[config.mk]
export PLATFORM = sky130hd
export DESIGN_NAME = pcm_card_memory
export DESIGN_NICKNAME = d
export VERILOG_FILES = /design/src/pcm_card_memory.v
export VERILOG_INCLUDE_DIRS = /design/src
export SDC_FILE = /design/constraint.sdc
export NUM_CORES = 2
export LEC_CHECK = 0
export BUFFER_PORTS_ARGS = -buffer_cell sky130_fd_sc_hd__clkbuf_2
export CAP_MARGIN = 5
export CORE_UTILIZATION = 55
export DETAILED_ROUTE_END_ITERATION = 8
export PLACE_DENSITY = 0.71
export SYNTH_ARGS = -nofsm -noshare
export SYNTH_HDL_FRONTEND = slang
export SYNTH_SLANG_ARGS = --single-unit
[constraint.sdc]
create_clock -name mclk -period 13.24 [get_ports mclk]
set_input_delay 0.662 -clock mclk [delete_from_list [all_inputs] [get_ports mclk]]
set_output_delay 0.662 -clock mclk [all_outputs]
set_load 0.01 [all_outputs]
[src/pcm_consts.vh]
`ifndef PCM_CONSTS_VH
`define PCM_CONSTS_VH

// control bytes
`define PCM_CMD_READ_MAIN   8'h30
`define PCM_CMD_UPD_MAIN    8'h38
`define PCM_CMD_READ_PROT   8'h34
`define PCM_CMD_WRITE_PROT  8'h3C
`define PCM_CMD_READ_SEC    8'h31
`define PCM_CMD_UPD_SEC     8'h39
`define PCM_CMD_COMPARE     8'h33

// sizes
`define PCM_MAIN_BYTES      256
`define PCM_PROT_BITS       32
`define PCM_SEC_BYTES       4
`define PCM_ATR_BITS        6'h20
`define PCM_CMD_BITS        5'h18
`define PCM_MAIN_END_PTR    12'h800
`define PCM_PROT_END_PTR    12'h020
`define PCM_SEC_END_PTR     12'h020
`define PCM_ERASED_BYTE     8'hFF
`define PCM_RETRY_LSB       0
`define PCM_RETRY_MSB       2

// nonvolatile step time
`define PCM_PROG_TIME_US    2500
`define PCM_CLK_MHZ         20
// 2500 us at 20 MHz, sized to the programming timer
`define PCM_PROG_CYCLES     18'h0_C350

// avalon register map, byte addresses
`define PCM_REG_CTRL        4'h0
`define PCM_REG_STATUS      4'h4
`define PCM_CTRL_SECURE_BIT 0
`define PCM_CTRL_RESET      32'h0000_0001
`define PCM_SECURE_RESET    1'b1

// power-up contents of the security store
`define PCM_RETRY_INIT      8'h07
`define PCM_CODE_INIT       24'hFF_FFFF

`endif

[src/pcm_card_memory.v]
// Summary of operation
// - 256 bytes; erase sets all bits one
// - write only clears bits: old AND new
// - skip unneeded erase or write step
// - each erase/write step lasts 2.5 ms
// - bytes 0-31 have permanent protection bits
// - security store: retry counter, 3-byte code
// - secure variant read-only until code matches
// - exhausted retry counter blocks all comparisons
// - data line changes on falling clock, and on reset fall or break
// - reset fall with clock starts 32-bit answer
// - command: start, three bytes, clock, stop
// - detect start and stop while clock high
// - bytes lsb first: control, address, data
// - outgoing data, release one clock after last
// - processing holds line low until finished
// - reset high with clock low aborts, releases
// - decode 30, 38, 34, 3C commands
// - secure variant decodes 31, 39, 33
// - read main streams address N to 255
// - read protection: 32 bits, then release
// - protected update releases after clock two
// - protection bit set only on identical data
//
// Local design decisions: the register offsets and the Avalon-MM register port.
`timescale 1ns/1ps
`default_nettype none
`include "pcm_consts.vh"

module pcm_card_memory #(
  parameter [17:0] PROG_CYCLES = `PCM_PROG_CYCLES,
  parameter [23:0] CODE_INIT   = `PCM_CODE_INIT
) (
  input  wire        mclk,
  input  wire        srst,
  input  wire        cardClk,
  input  wire        cardRst,
  input  wire        cardIoIn,
  output wire        cardIoOut,
  output wire        cardIoOe,
  input  wire [3:0]  avsAddress,
  input  wire        avsRead,
  input  wire        avsWrite,
  input  wire [31:0] avsWritedata,
  output wire [31:0] avsReaddata,
  output wire        avsWaitrequest
);

  localparam [2:0] ST_IDLE  = 3'd0;
  localparam [2:0] ST_RESET = 3'd1;
  localparam [2:0] ST_ATR   = 3'd2;
  localparam [2:0] ST_CMD   = 3'd3;
  localparam [2:0] ST_OUT   = 3'd4;
  localparam [2:0] ST_PROC  = 3'd5;

  localparam [1:0] SRC_MAIN = 2'd0;
  localparam [1:0] SRC_PROT = 2'd1;
  localparam [1:0] SRC_SEC  = 2'd2;

  localparam [2:0] PK_NONE = 3'd0;
  localparam [2:0] PK_MAIN = 3'd1;
  localparam [2:0] PK_PROT = 3'd2;
  localparam [2:0] PK_SEC  = 3'd3;
  localparam [2:0] PK_CMP  = 3'd4;

  // nonvolatile arrays keep their contents across srst
  reg [7:0]  mainMem [0:`PCM_MAIN_BYTES-1];
  reg [7:0]  secMem  [0:`PCM_SEC_BYTES-1];
  reg [31:0] protBits;
  integer    i;
  initial begin
    for (i = 0; i < `PCM_MAIN_BYTES; i = i + 1) begin
      mainMem[i] = `PCM_ERASED_BYTE;
    end
    secMem[0] = `PCM_RETRY_INIT;
    secMem[1] = CODE_INIT[7:0];
    secMem[2] = CODE_INIT[15:8];
    secMem[3] = CODE_INIT[23:16];
    protBits = 32'h0000_0000;
  end

  // nonzero steps needed to turn old into new: erase, then write
  function [1:0] progSteps;
    input [7:0] oldVal;
    input [7:0] newVal;
    reg         needErase;
    reg [7:0]   base;
    begin
      needErase = |(~oldVal & newVal);
      base      = needErase ? `PCM_ERASED_BYTE : oldVal;
      progSteps = {1'b0, needErase} + {1'b0, |(base & ~newVal)};
    end
  endfunction

  // pin synchronisers, the third stage only feeds edge detection
  reg cClk1_reg, cClk2_reg, cClk3_reg;
  reg cRst1_reg, cRst2_reg, cRst3_reg;
  reg cIo1_reg,  cIo2_reg,  cIo3_reg;
  always @(posedge mclk) begin
    cClk1_reg <= cardClk;
    cClk2_reg <= cClk1_reg;
    cClk3_reg <= cClk2_reg;
    cRst1_reg <= cardRst;
    cRst2_reg <= cRst1_reg;
    cRst3_reg <= cRst2_reg;
    cIo1_reg  <= cardIoIn;
    cIo2_reg  <= cIo1_reg;
    cIo3_reg  <= cIo2_reg;
  end

  wire clkRise = cClk2_reg & ~cClk3_reg;
  wire clkFall = ~cClk2_reg & cClk3_reg;
  wire rstRise = cRst2_reg & ~cRst3_reg;
  wire rstFall = ~cRst2_reg & cRst3_reg;
  wire startCond = ~cIo2_reg & cIo3_reg & cClk2_reg & cClk3_reg;
  wire stopCond  = cIo2_reg & ~cIo3_reg & cClk2_reg & cClk3_reg;

  reg [2:0]  state_reg;
  reg        oe_reg;
  reg        atrArm_reg;
  reg [5:0]  atrCnt_reg;
  reg [23:0] shift_reg;
  reg [4:0]  bitCnt_reg;
  reg [1:0]  src_reg;
  reg [11:0] ptr_reg;
  reg [11:0] endPtr_reg;
  reg [17:0] timer_reg;
  reg [1:0]  procFalls_reg;
  reg [2:0]  pendKind_reg;
  reg [7:0]  pendAddr_reg;
  reg [7:0]  pendVal_reg;
  reg        pendUnlock_reg;
  reg        unlocked_reg;
  reg [3:1]  cmpOk_reg;
  reg        secureEn_reg;

  wire [7:0] cmdByte  = shift_reg[7:0];
  wire [7:0] addrByte = shift_reg[15:8];
  wire [7:0] dataByte = shift_reg[23:16];
  wire [2:0] retryCnt = secMem[0][`PCM_RETRY_MSB:`PCM_RETRY_LSB];
  wire       writeOk  = ~secureEn_reg | unlocked_reg;
  wire       lowByte  = addrByte < `PCM_PROT_BITS;
  wire [7:0] mainOld  = mainMem[addrByte];
  wire [7:0] secOld   = secMem[addrByte[1:0]];
  wire       secAddrOk = addrByte < `PCM_SEC_BYTES;
  wire       cmpAll   = &cmpOk_reg;

  // outgoing bit for the current stream pointer
  reg outBit;
  always @* begin
    case (src_reg)
      SRC_MAIN: outBit = mainMem[ptr_reg[10:3]][ptr_reg[2:0]];
      SRC_PROT: outBit = protBits[ptr_reg[4:0]];
      SRC_SEC: begin
        // the code bytes stay hidden while the store is locked
        if (ptr_reg[4:3] != 2'd0 && !writeOk) begin
          outBit = 1'b0;
        end else begin
          outBit = secMem[ptr_reg[4:3]][ptr_reg[2:0]];
        end
      end
      default: outBit = 1'b1;
    endcase
  end

  always @(posedge mclk) begin
    if (srst) begin
      state_reg      <= ST_IDLE;
      oe_reg         <= 1'b0;
      atrArm_reg     <= 1'b0;
      atrCnt_reg     <= 6'h00;
      shift_reg      <= 24'h00_0000;
      bitCnt_reg     <= 5'h00;
      src_reg        <= SRC_MAIN;
      ptr_reg        <= 12'h000;
      endPtr_reg     <= 12'h000;
      timer_reg      <= 18'h0_0000;
      procFalls_reg  <= 2'd0;
      pendKind_reg   <= PK_NONE;
      pendAddr_reg   <= 8'h00;
      pendVal_reg    <= 8'h00;
      pendUnlock_reg <= 1'b0;
      unlocked_reg   <= 1'b0;
      cmpOk_reg      <= 3'b000;
    end else if (rstRise || (cRst2_reg && state_reg != ST_RESET)) begin
      // break: abandon any pending change and let go of the line
      state_reg    <= ST_RESET;
      oe_reg       <= 1'b0;
      pendKind_reg <= PK_NONE;
      atrArm_reg   <= 1'b0;
    end else begin
      if (timer_reg != 18'h0_0000) begin
        timer_reg <= timer_reg - 18'h0_0001;
      end
      case (state_reg)
        ST_RESET: begin
          if (clkRise) begin
            atrArm_reg <= 1'b1;
          end
          if (rstFall) begin
            if (cClk2_reg && atrArm_reg) begin
              state_reg  <= ST_ATR;
              ptr_reg    <= 12'h000;
              atrCnt_reg <= 6'h00;
              oe_reg     <= ~mainMem[0][0];
            end else begin
              state_reg <= ST_IDLE;
            end
          end
        end
        ST_ATR: begin
          if (clkFall) begin
            // first fall belongs to the reset pulse, bit 0 already out
            atrCnt_reg <= atrCnt_reg + 6'h01;
            if (atrCnt_reg == `PCM_ATR_BITS) begin
              oe_reg    <= 1'b0;
              state_reg <= ST_IDLE;
            end else if (atrCnt_reg != 6'h00) begin
              oe_reg <= ~mainMem[atrCnt_reg[4:3]][atrCnt_reg[2:0]];
            end
          end
        end
        ST_IDLE: begin
          if (startCond) begin
            state_reg  <= ST_CMD;
            bitCnt_reg <= 5'h00;
          end
        end
        ST_CMD: begin
          if (startCond) begin
            bitCnt_reg <= 5'h00;
          end else if (stopCond) begin
            state_reg     <= ST_IDLE;
            procFalls_reg <= 2'd0;
            pendKind_reg  <= PK_NONE;
            pendAddr_reg  <= addrByte;
            pendVal_reg   <= dataByte;
            pendUnlock_reg <= 1'b0;
            ptr_reg       <= 12'h000;
            // short frames are dropped
            if (bitCnt_reg == `PCM_CMD_BITS) begin
              case (cmdByte)
                `PCM_CMD_READ_MAIN: begin
                  state_reg  <= ST_OUT;
                  src_reg    <= SRC_MAIN;
                  ptr_reg    <= {1'b0, addrByte, 3'b000};
                  endPtr_reg <= `PCM_MAIN_END_PTR;
                end
                `PCM_CMD_READ_PROT: begin
                  state_reg  <= ST_OUT;
                  src_reg    <= SRC_PROT;
                  endPtr_reg <= `PCM_PROT_END_PTR;
                end
                `PCM_CMD_UPD_MAIN: begin
                  state_reg <= ST_PROC;
                  if (writeOk && !(lowByte && protBits[addrByte[4:0]])) begin
                    pendKind_reg <= PK_MAIN;
                    timer_reg <= PROG_CYCLES * progSteps(mainOld, dataByte);
                  end
                end
                `PCM_CMD_WRITE_PROT: begin
                  state_reg <= ST_PROC;
                  if (writeOk && lowByte && mainOld == dataByte
                      && !protBits[addrByte[4:0]]) begin
                    pendKind_reg <= PK_PROT;
                    timer_reg    <= PROG_CYCLES;
                  end
                end
                default: begin
                  if (secureEn_reg && cmdByte == `PCM_CMD_READ_SEC) begin
                    state_reg  <= ST_OUT;
                    src_reg    <= SRC_SEC;
                    endPtr_reg <= `PCM_SEC_END_PTR;
                  end else if (secureEn_reg && cmdByte == `PCM_CMD_UPD_SEC) begin
                    state_reg <= ST_PROC;
                    if (secAddrOk && (writeOk || (addrByte == 8'h00 && cmpAll))) begin
                      pendKind_reg   <= PK_SEC;
                      pendUnlock_reg <= addrByte == 8'h00 && cmpAll;
                      timer_reg <= PROG_CYCLES * progSteps(secOld, dataByte);
                    end else if (addrByte == 8'h00) begin
                      // while locked the counter can only lose bits
                      pendKind_reg <= PK_SEC;
                      pendVal_reg  <= secOld & dataByte;
                      timer_reg <= PROG_CYCLES * progSteps(secOld, secOld & dataByte);
                    end
                  end else if (secureEn_reg && cmdByte == `PCM_CMD_COMPARE) begin
                    state_reg <= ST_PROC;
                    if (retryCnt != 3'b000 && secAddrOk && addrByte != 8'h00) begin
                      pendKind_reg <= PK_CMP;
                    end
                  end
                  // anything else falls back to idle untouched
                end
              endcase
            end
          end else if (clkRise && bitCnt_reg != `PCM_CMD_BITS) begin
            shift_reg  <= {cIo2_reg, shift_reg[23:1]};
            bitCnt_reg <= bitCnt_reg + 5'h01;
          end
        end
        ST_OUT: begin
          // start and stop are not looked at here
          if (clkFall) begin
            if (ptr_reg != endPtr_reg) begin
              oe_reg  <= ~outBit;
              ptr_reg <= ptr_reg + 12'h001;
            end else begin
              oe_reg    <= 1'b0;
              state_reg <= ST_IDLE;
            end
          end
        end
        ST_PROC: begin
          if (clkFall) begin
            if (procFalls_reg == 2'd0) begin
              oe_reg        <= 1'b1;
              procFalls_reg <= 2'd1;
            end else if (timer_reg == 18'h0_0000) begin
              oe_reg    <= 1'b0;
              state_reg <= ST_IDLE;
              case (pendKind_reg)
                PK_MAIN: mainMem[pendAddr_reg] <= pendVal_reg;
                PK_PROT: protBits[pendAddr_reg[4:0]] <= 1'b1;
                PK_SEC: begin
                  secMem[pendAddr_reg[1:0]] <= pendVal_reg;
                  if (pendUnlock_reg) begin
                    unlocked_reg <= 1'b1;
                  end
                end
                PK_CMP: cmpOk_reg[pendAddr_reg[1:0]] <=
                          pendVal_reg == secMem[pendAddr_reg[1:0]];
                default: begin
                end
              endcase
            end
          end
        end
        default: state_reg <= ST_IDLE;
      endcase
    end
  end

  // open drain: the pin only ever pulls low
  assign cardIoOut = 1'b0;
  assign cardIoOe  = oe_reg;

  // avalon slave, one wait state on every access
  reg        ack_reg;
  reg [31:0] rdata_reg;
  wire       req = avsRead | avsWrite;
  assign avsWaitrequest = req & ~ack_reg;
  assign avsReaddata    = rdata_reg;

  always @(posedge mclk) begin
    if (srst) begin
      ack_reg      <= 1'b0;
      rdata_reg    <= 32'h0000_0000;
      secureEn_reg <= `PCM_SECURE_RESET;
    end else begin
      ack_reg <= req & ~ack_reg;
      if (avsRead && !ack_reg) begin
        case (avsAddress)
          `PCM_REG_CTRL:   rdata_reg <= {31'h0000_0000, secureEn_reg};
          `PCM_REG_STATUS: rdata_reg <= {20'h0_0000, protBits[0], cmpOk_reg,
                            (timer_reg != 18'h0_0000), unlocked_reg,
                            retryCnt, state_reg};
          default:         rdata_reg <= 32'h0000_0000;
        endcase
      end
      if (avsWrite && ack_reg && avsAddress == `PCM_REG_CTRL) begin
        secureEn_reg <= avsWritedata[`PCM_CTRL_SECURE_BIT];
      end
    end
  end

endmodule
`default_nettype wire

Yosys cells after proc, flatten, opt, wreduce, memory -nomap -nowiden
Memory sizes are Yosys's and may differ from the RTL's. A register that Yosys moved wholly into a read port is not among the register bits.
Index checks and enable logic that the tools add are counted.
- memory bits (writable): 2080
- memories: 2
- flip-flop bits (word level): 185
- bitwise logic cells: 42
- muxes and demuxes: 139
- reductions and logical operators: 70
- eq/ne operators: 55
- $lt $le $gt $ge: 10
- add/subtract/negate cells: 7
- $mul: 3
- memory list (memory ; words ; bits a word ; rd ports ; clocked after Yosys merged registers in ; wr ports ; RTL line ; text):
    mainMem ; 256 ; 8 ; 4 ; 3 ; 1 ; pcm_card_memory.v:67 ; reg [7:0] mainMem [0:`PCM_MAIN_BYTES-1];
    secMem ; 4 ; 8 ; 4 ; 3 ; 1 ; pcm_card_memory.v:68 ; reg [7:0] secMem [0:`PCM_SEC_BYTES-1];
- operators with widths (kind ; number):
    18-bit two-way mux ; 11
    8-bit two-way mux ; 13
    12-bit two-way mux ; 7
    12-bit one-hot mux with 3 select lines ; 2
    3-bit two-way mux ; 20
    8-bit bitwise AND ; 7
    8-bit by 6-bit equality test with 1-bit output, second input constant ; 7
    18-bit one-hot mux with 3 select lines ; 1
    8-bit OR reduction ; 6
    3-bit inequality test, second input constant ; 15
    12-bit by 2-bit multiplier with 14-bit output, first input constant ; 3
    1-bit two-way mux ; 41
    2-bit two-way mux ; 17
    8-bit NOT ; 4
    32-bit bitwise OR ; 1
    2-bit inequality test, second input constant ; 14
    12-bit one-hot mux with 2 select lines ; 1
    11-bit two-way mux ; 2
    11-bit AND reduction ; 2
    1-bit logical AND ; 21
    7-bit AND reduction ; 3
    5-bit two-way mux ; 4
    18-bit zero test ; 1
    5-bit by 6-bit < comparator with 1-bit output, second input constant ; 3
    other kinds (61) ; 120

Logic depth before layout (Yosys ltp)
- depth in word-level cells: 17
- gate-level depth with buffers: 21
- gate-level depth less buffers: 18

Worst setup path before layout
OpenSTA, ideal clock, no wires.
- kind: register -> register
- start point: register timer_reg[6]
- end point: register protBits[0] (enable)
- library setup time: 513 ps
- arrival time: 5257 ps
- path slack: 7470 ps
- clock period less this slack: 5770 ps
- stages on the path, launching flop included: 7
- data required time: 12727 ps
- cell sequence: dfxtp_1 nor4_1 nand4b_1 nor4_2 nand2_1 nor3b_1 nor4b_1
- longest elaborated chain between the ends: 2
- ends and longest elaborated chain (element ; RTL line ; text):
    start: declaration ; pcm_card_memory.v:127 ; reg [17:0] timer_reg;
    start signal: assignment ; pcm_card_memory.v:193 ; timer_reg <= timer_reg - 18'h0_0001;
    start signal: assignment ; pcm_card_memory.v:258 ; timer_reg <= PROG_CYCLES * progSteps(mainOld, dataByte);
    start signal: assignment ; pcm_card_memory.v:279 ; timer_reg <= PROG_CYCLES * progSteps(secOld, dataByte);
    18-bit zero test ; pcm_card_memory.v:318 ; end else if (timer_reg == 18'h0_0000) begin
    7-bit AND reduction (no source line) ; - ;
    end signal: indexed assignment ; pcm_card_memory.v:323 ; PK_PROT: protBits[pendAddr_reg[4:0]] <= 1'b1;
    end: declaration ; pcm_card_memory.v:69 ; reg [31:0] protBits;
No other way between the ends.
A chain may end at the register's enable or synchronous reset.

==> metrics.md <==
| Metric | Value |
|---|---|
| Synth Area in Adders | less than 1% |
| Largest family of logic cells by synthesized area | multiplexers |
| Vias | just over 60000 |
| Post-synthesis cell area | ~110000 um^2 |
| Post-synthesis mux area share | around a quarter |
| Area grow syn2layout | 9.02% |
| DRC | 0 |
| Main flop type after synthesis | edfxtp_1 |
| Detailed Route WL | slightly above 300000 um |
| Final hold vios | 0 |
| Library cells used by synthesis | 89 |
| Post-synthesis share of cell area spent on xor and xnor gates | less than 1% |
| Drt via density | between 7 and 8 |
| Synthesized netlist cell count | approximately 5800 |
| Slew margin rel. | between 10% and 20% |
| PortBufs | 25 |
| Crit end category | register |
| CTS clk-pin slew, worst paths | 0.06 ns |
| Skew-Pair Late Insertion Delay | between 0.8 and 0.9 ns |
| Placement Setup Slack | roughly 5.8 ns |
| Met3 Use GR | 8.32% |
| Cell Area, Placed | 109000 um^2 |
| Seq cells post-synth | between 2000 and 2500 |
| Post-synth EDFFs | 2112 |
| H-tree levels | 4 |
| Top reg by flops | mainMem |
| Setup TNS | 0 ns |
| Startpoint types | register |
| WP data arrival | approximately 8.3 ns |
| Met1 Track Usage GR | roughly 44% |
| Fmax | 0.132 GHz |
| Final setup viols | 0 |
| Fraction of the mapped netlist area in compound gates | 4.34% |
| DIE WIDTH | 442 um |
| Clock root cell | clkbuf_16 |
| Post-cts repair resize count | 0 |
| R2r worst-path depth | 20 |
| Number of flip-flops in the largest register | between 2000 and 2500 |
| Tmin final | about 7.6 ns |
| Max FO, Critical Path | 42 |
| Hold slack | approximately 0.094 ns |
| Unrepaired setup endpoints after global routing | no |
| Total GRT Usage | around a third |
| Asr flop ratio synth | 0% |
| Synth Area in Simple Gates | around 4% |
| Core area | 191000 um^2 |
| Placer congestion estimate | roughly 0.95 |
| Drt first-iter violations | roughly 10000 |
| Max Cap Violations | 0 |
| Design area | 116000 um^2 |
| Pwr per Cell Area | approximately 130 nW/um^2 |
| Pre-antenna DRT Iters | 6 |
| CTS tree | yes |
| Hold path depth | 3 |
| Largest net degree at the start of global routing | between 150 and 200 |
| Peak VDD IR | roughly 0.00013 V |
| Layout cell share with drive strength beyond 1 | 29.1% |
| Chip Height | roughly 440 um |
| Die area | slightly below 200000 um^2 |
| Avg Cell Area, Syn | 18.5 um^2 |
| Synth warn | 0 |
| Global-route wire length before repair | about 440000 um |
| Clk buf depth | 3 |
| Required @ worst endpoint | roughly 14 ns |
| Row count | 160 |
| Final period utilization | 57.4% |
| I/O pins | 78 |
| Clock buffer count from CTS | around 230 |
| Final Net Count | between 5000 and 6000 |
| Number of global-route vias before repair | 61000 |
| Post-Route Utilization | 60.7% |
| Clk sinks | approximately 2300 |
| Routed len/inst | 37.0 um |
| Worst Max-Slew Pin Slew | 1.32 ns |
| Final ANT Viol Nets | 0 |
| Slew Limit Fails | 0 |
| Final setup margin | between 5 and 6 ns |
| Sequential-to-total area share from yosys stat | between 60% and 70% |
| Worst min path class | in -> reg |
| Final Skew | ~0.022 ns |
| Leak | around 34 nW |
| GRT Residual Overflow | 0 |
| Post-DP HPWL | 200000 um |
| Initial core utilization | 55.6% |
| Outcome | complete, no violations |
| Initial antenna violation count | 14 |
| Grt met2 use | around 50% |
| Grt peak-use layer | met2 |
| Setup CP Type | reg -> reg |
where the power goes:
group | internal (W) | switching [W] | total, W
clock network | 0.00359 | 0.00275 | 0.00635
registers | 0.00768 | 0.0000320 | 0.00772
logic | 0.000329 | 0.000393 | 0.000722
total | 0.0116 | 0.00318 | 0.0148
area by class of cell:
| class | count | area [um^2] |
|---|---|---|
| multi-input cells | 3034 | 37700 |
| fillers | 13500 | 75100 |
| inverters | 30 | 115 |
| well taps | 2511 | 3140 |
| clock inverters | 140 | 1220 |
| repair buffers | 161 | 1330 |
| diodes | 9 | 22.5 |
| flip-flops and latches | 2254 | 66300 |
| clock buffers | 288 | 6020 |
synth_stat cells (6+ instances only):
| cell type | count | area share (%) |
|---|---|---|
| a2111oi_0 | 6 | 0.049 |
| a211oi_1 | 16 | 0.11 |
| a21o_1 | 25 | 0.18 |
| a21oi_1 | 186 | 0.88 |
| a221oi_1 | 11 | 0.091 |
| a22o_1 | 12 | 0.099 |
| a22oi_1 | 150 | 1.1 |
| a31oi_1 | 15 | 0.088 |
| and2_1 | 23 | 0.14 |
| and3_1 | 12 | 0.071 |
| buf_1 | 31 | 0.11 |
| buf_2 | 122 | 0.57 |
| buf_4 | 47 | 0.33 |
| buf_6 | 38 | 0.40 |
| clkbuf_1 | 217 | 0.77 |
| dfxtp_1 | 142 | 2.7 |
| edfxtp_1 | 2112 | 60 |
| ha_1 | 21 | 0.25 |
| inv_1 | 29 | 0.10 |
| mux2_2 | 23 | 0.24 |
| mux2i_1 | 169 | 1.6 |
| mux4_2 | 1164 | 25 |
| nand2_1 | 218 | 0.77 |
| nand2b_1 | 26 | 0.15 |
| nand3_1 | 46 | 0.22 |
| nand4_1 | 18 | 0.11 |
| nor2_1 | 399 | 1.4 |
| nor2b_1 | 36 | 0.21 |
| nor3_1 | 53 | 0.25 |
| nor3b_1 | 11 | 0.078 |
| nor4_1 | 21 | 0.12 |
| nor4b_1 | 8 | 0.066 |
| o211ai_1 | 14 | 0.099 |
| o21ai_0 | 62 | 0.29 |
| o21ai_1 | 13 | 0.061 |
| o21bai_1 | 24 | 0.17 |
| o221ai_1 | 53 | 0.44 |
| o22ai_1 | 47 | 0.28 |
| or2_2 | 8 | 0.047 |
| or3_1 | 8 | 0.047 |
| or4_1 | 7 | 0.049 |
| xnor2_1 | 14 | 0.12 |
| xor2_1 | 10 | 0.082 |
what timing repair did:
action,in CTS,in global routing
hold buffers,4,0
endpoints found under the hold margin,4,0
endpoints found under the setup margin,0,0
buffers inserted,0,0
per-layer routing:
layer / vias up / routed length, um
li1: 24300 / -
met1: 32700 / 113000
met2: 4431 / 145000
met3: 772 / 38200
met4: 8 / 15700
met5: - / 46
cell usage in the layout, fill, tap and decap left out, drive strengths merged, types with 133 or more instances in the layout:
cell type	synthesis	routed
nor2	399	399
dfxtp	142	142
buf	240	133
nand2	222	222
mux4	1164	1164
a22oi	150	150
clkbuf	217	312
a21oi	186	186
edfxtp	2112	2112
mux2i	169	169
path summary, 6_finish.rpt:
path | start | endpoint | slack (ns)
hold reg to reg | cRst1_reg | cRst2_reg | 0.34
hold / removal | avsWrite | ack_reg | 0.09
setup / recovery | register | timer_reg[7] | 5.64
setup reg to reg | register | timer_reg[7] | 5.64
worst max-delay path: stages, from the launching register on:
cell     delay (ns)
dfxtp_4        0.70
buf_4          0.80
buf_4          0.80
mux4_2         0.40
mux4_2         0.36
a22oi_1        0.10
a21oi_1        0.53
nor2_1         0.14
a21o_1         0.29
ha_1           0.21
or4_1          0.52
nor2_1         0.48
a21oi_1        0.15
nor4_1         0.35
nand2_1        0.19
ha_1           0.30
o31a_1         0.34
nor3_4         0.31
or2_1          0.17
or3_1          0.10
a31oi_1        0.08
cell families (layout without fill, tap and decap cells):
| group | count (synthesis) | after routing |
|---|---|---|
| simple gates | 926 | 926 |
| flops | 2254 | 2254 |
| mux | 1357 | 1357 |
| other cells | 2 | 32 |
| xor+xnor | 24 | 24 |
| buf+inv | 487 | 619 |
| compound gates | 683 | 683 |
| fa+ha+maj | 21 | 21 |
through the flow:
step / std cells / power (W)
floorplan: 5775 / 0.00843
global placement: 7986 / 0.00858
detailed placement: 7986 / 0.00858
CTS: 8418 / 0.0148
global route: 8419 / 0.0151
finish: 8427 / 0.0148
(Power assumes the default switching activity.)
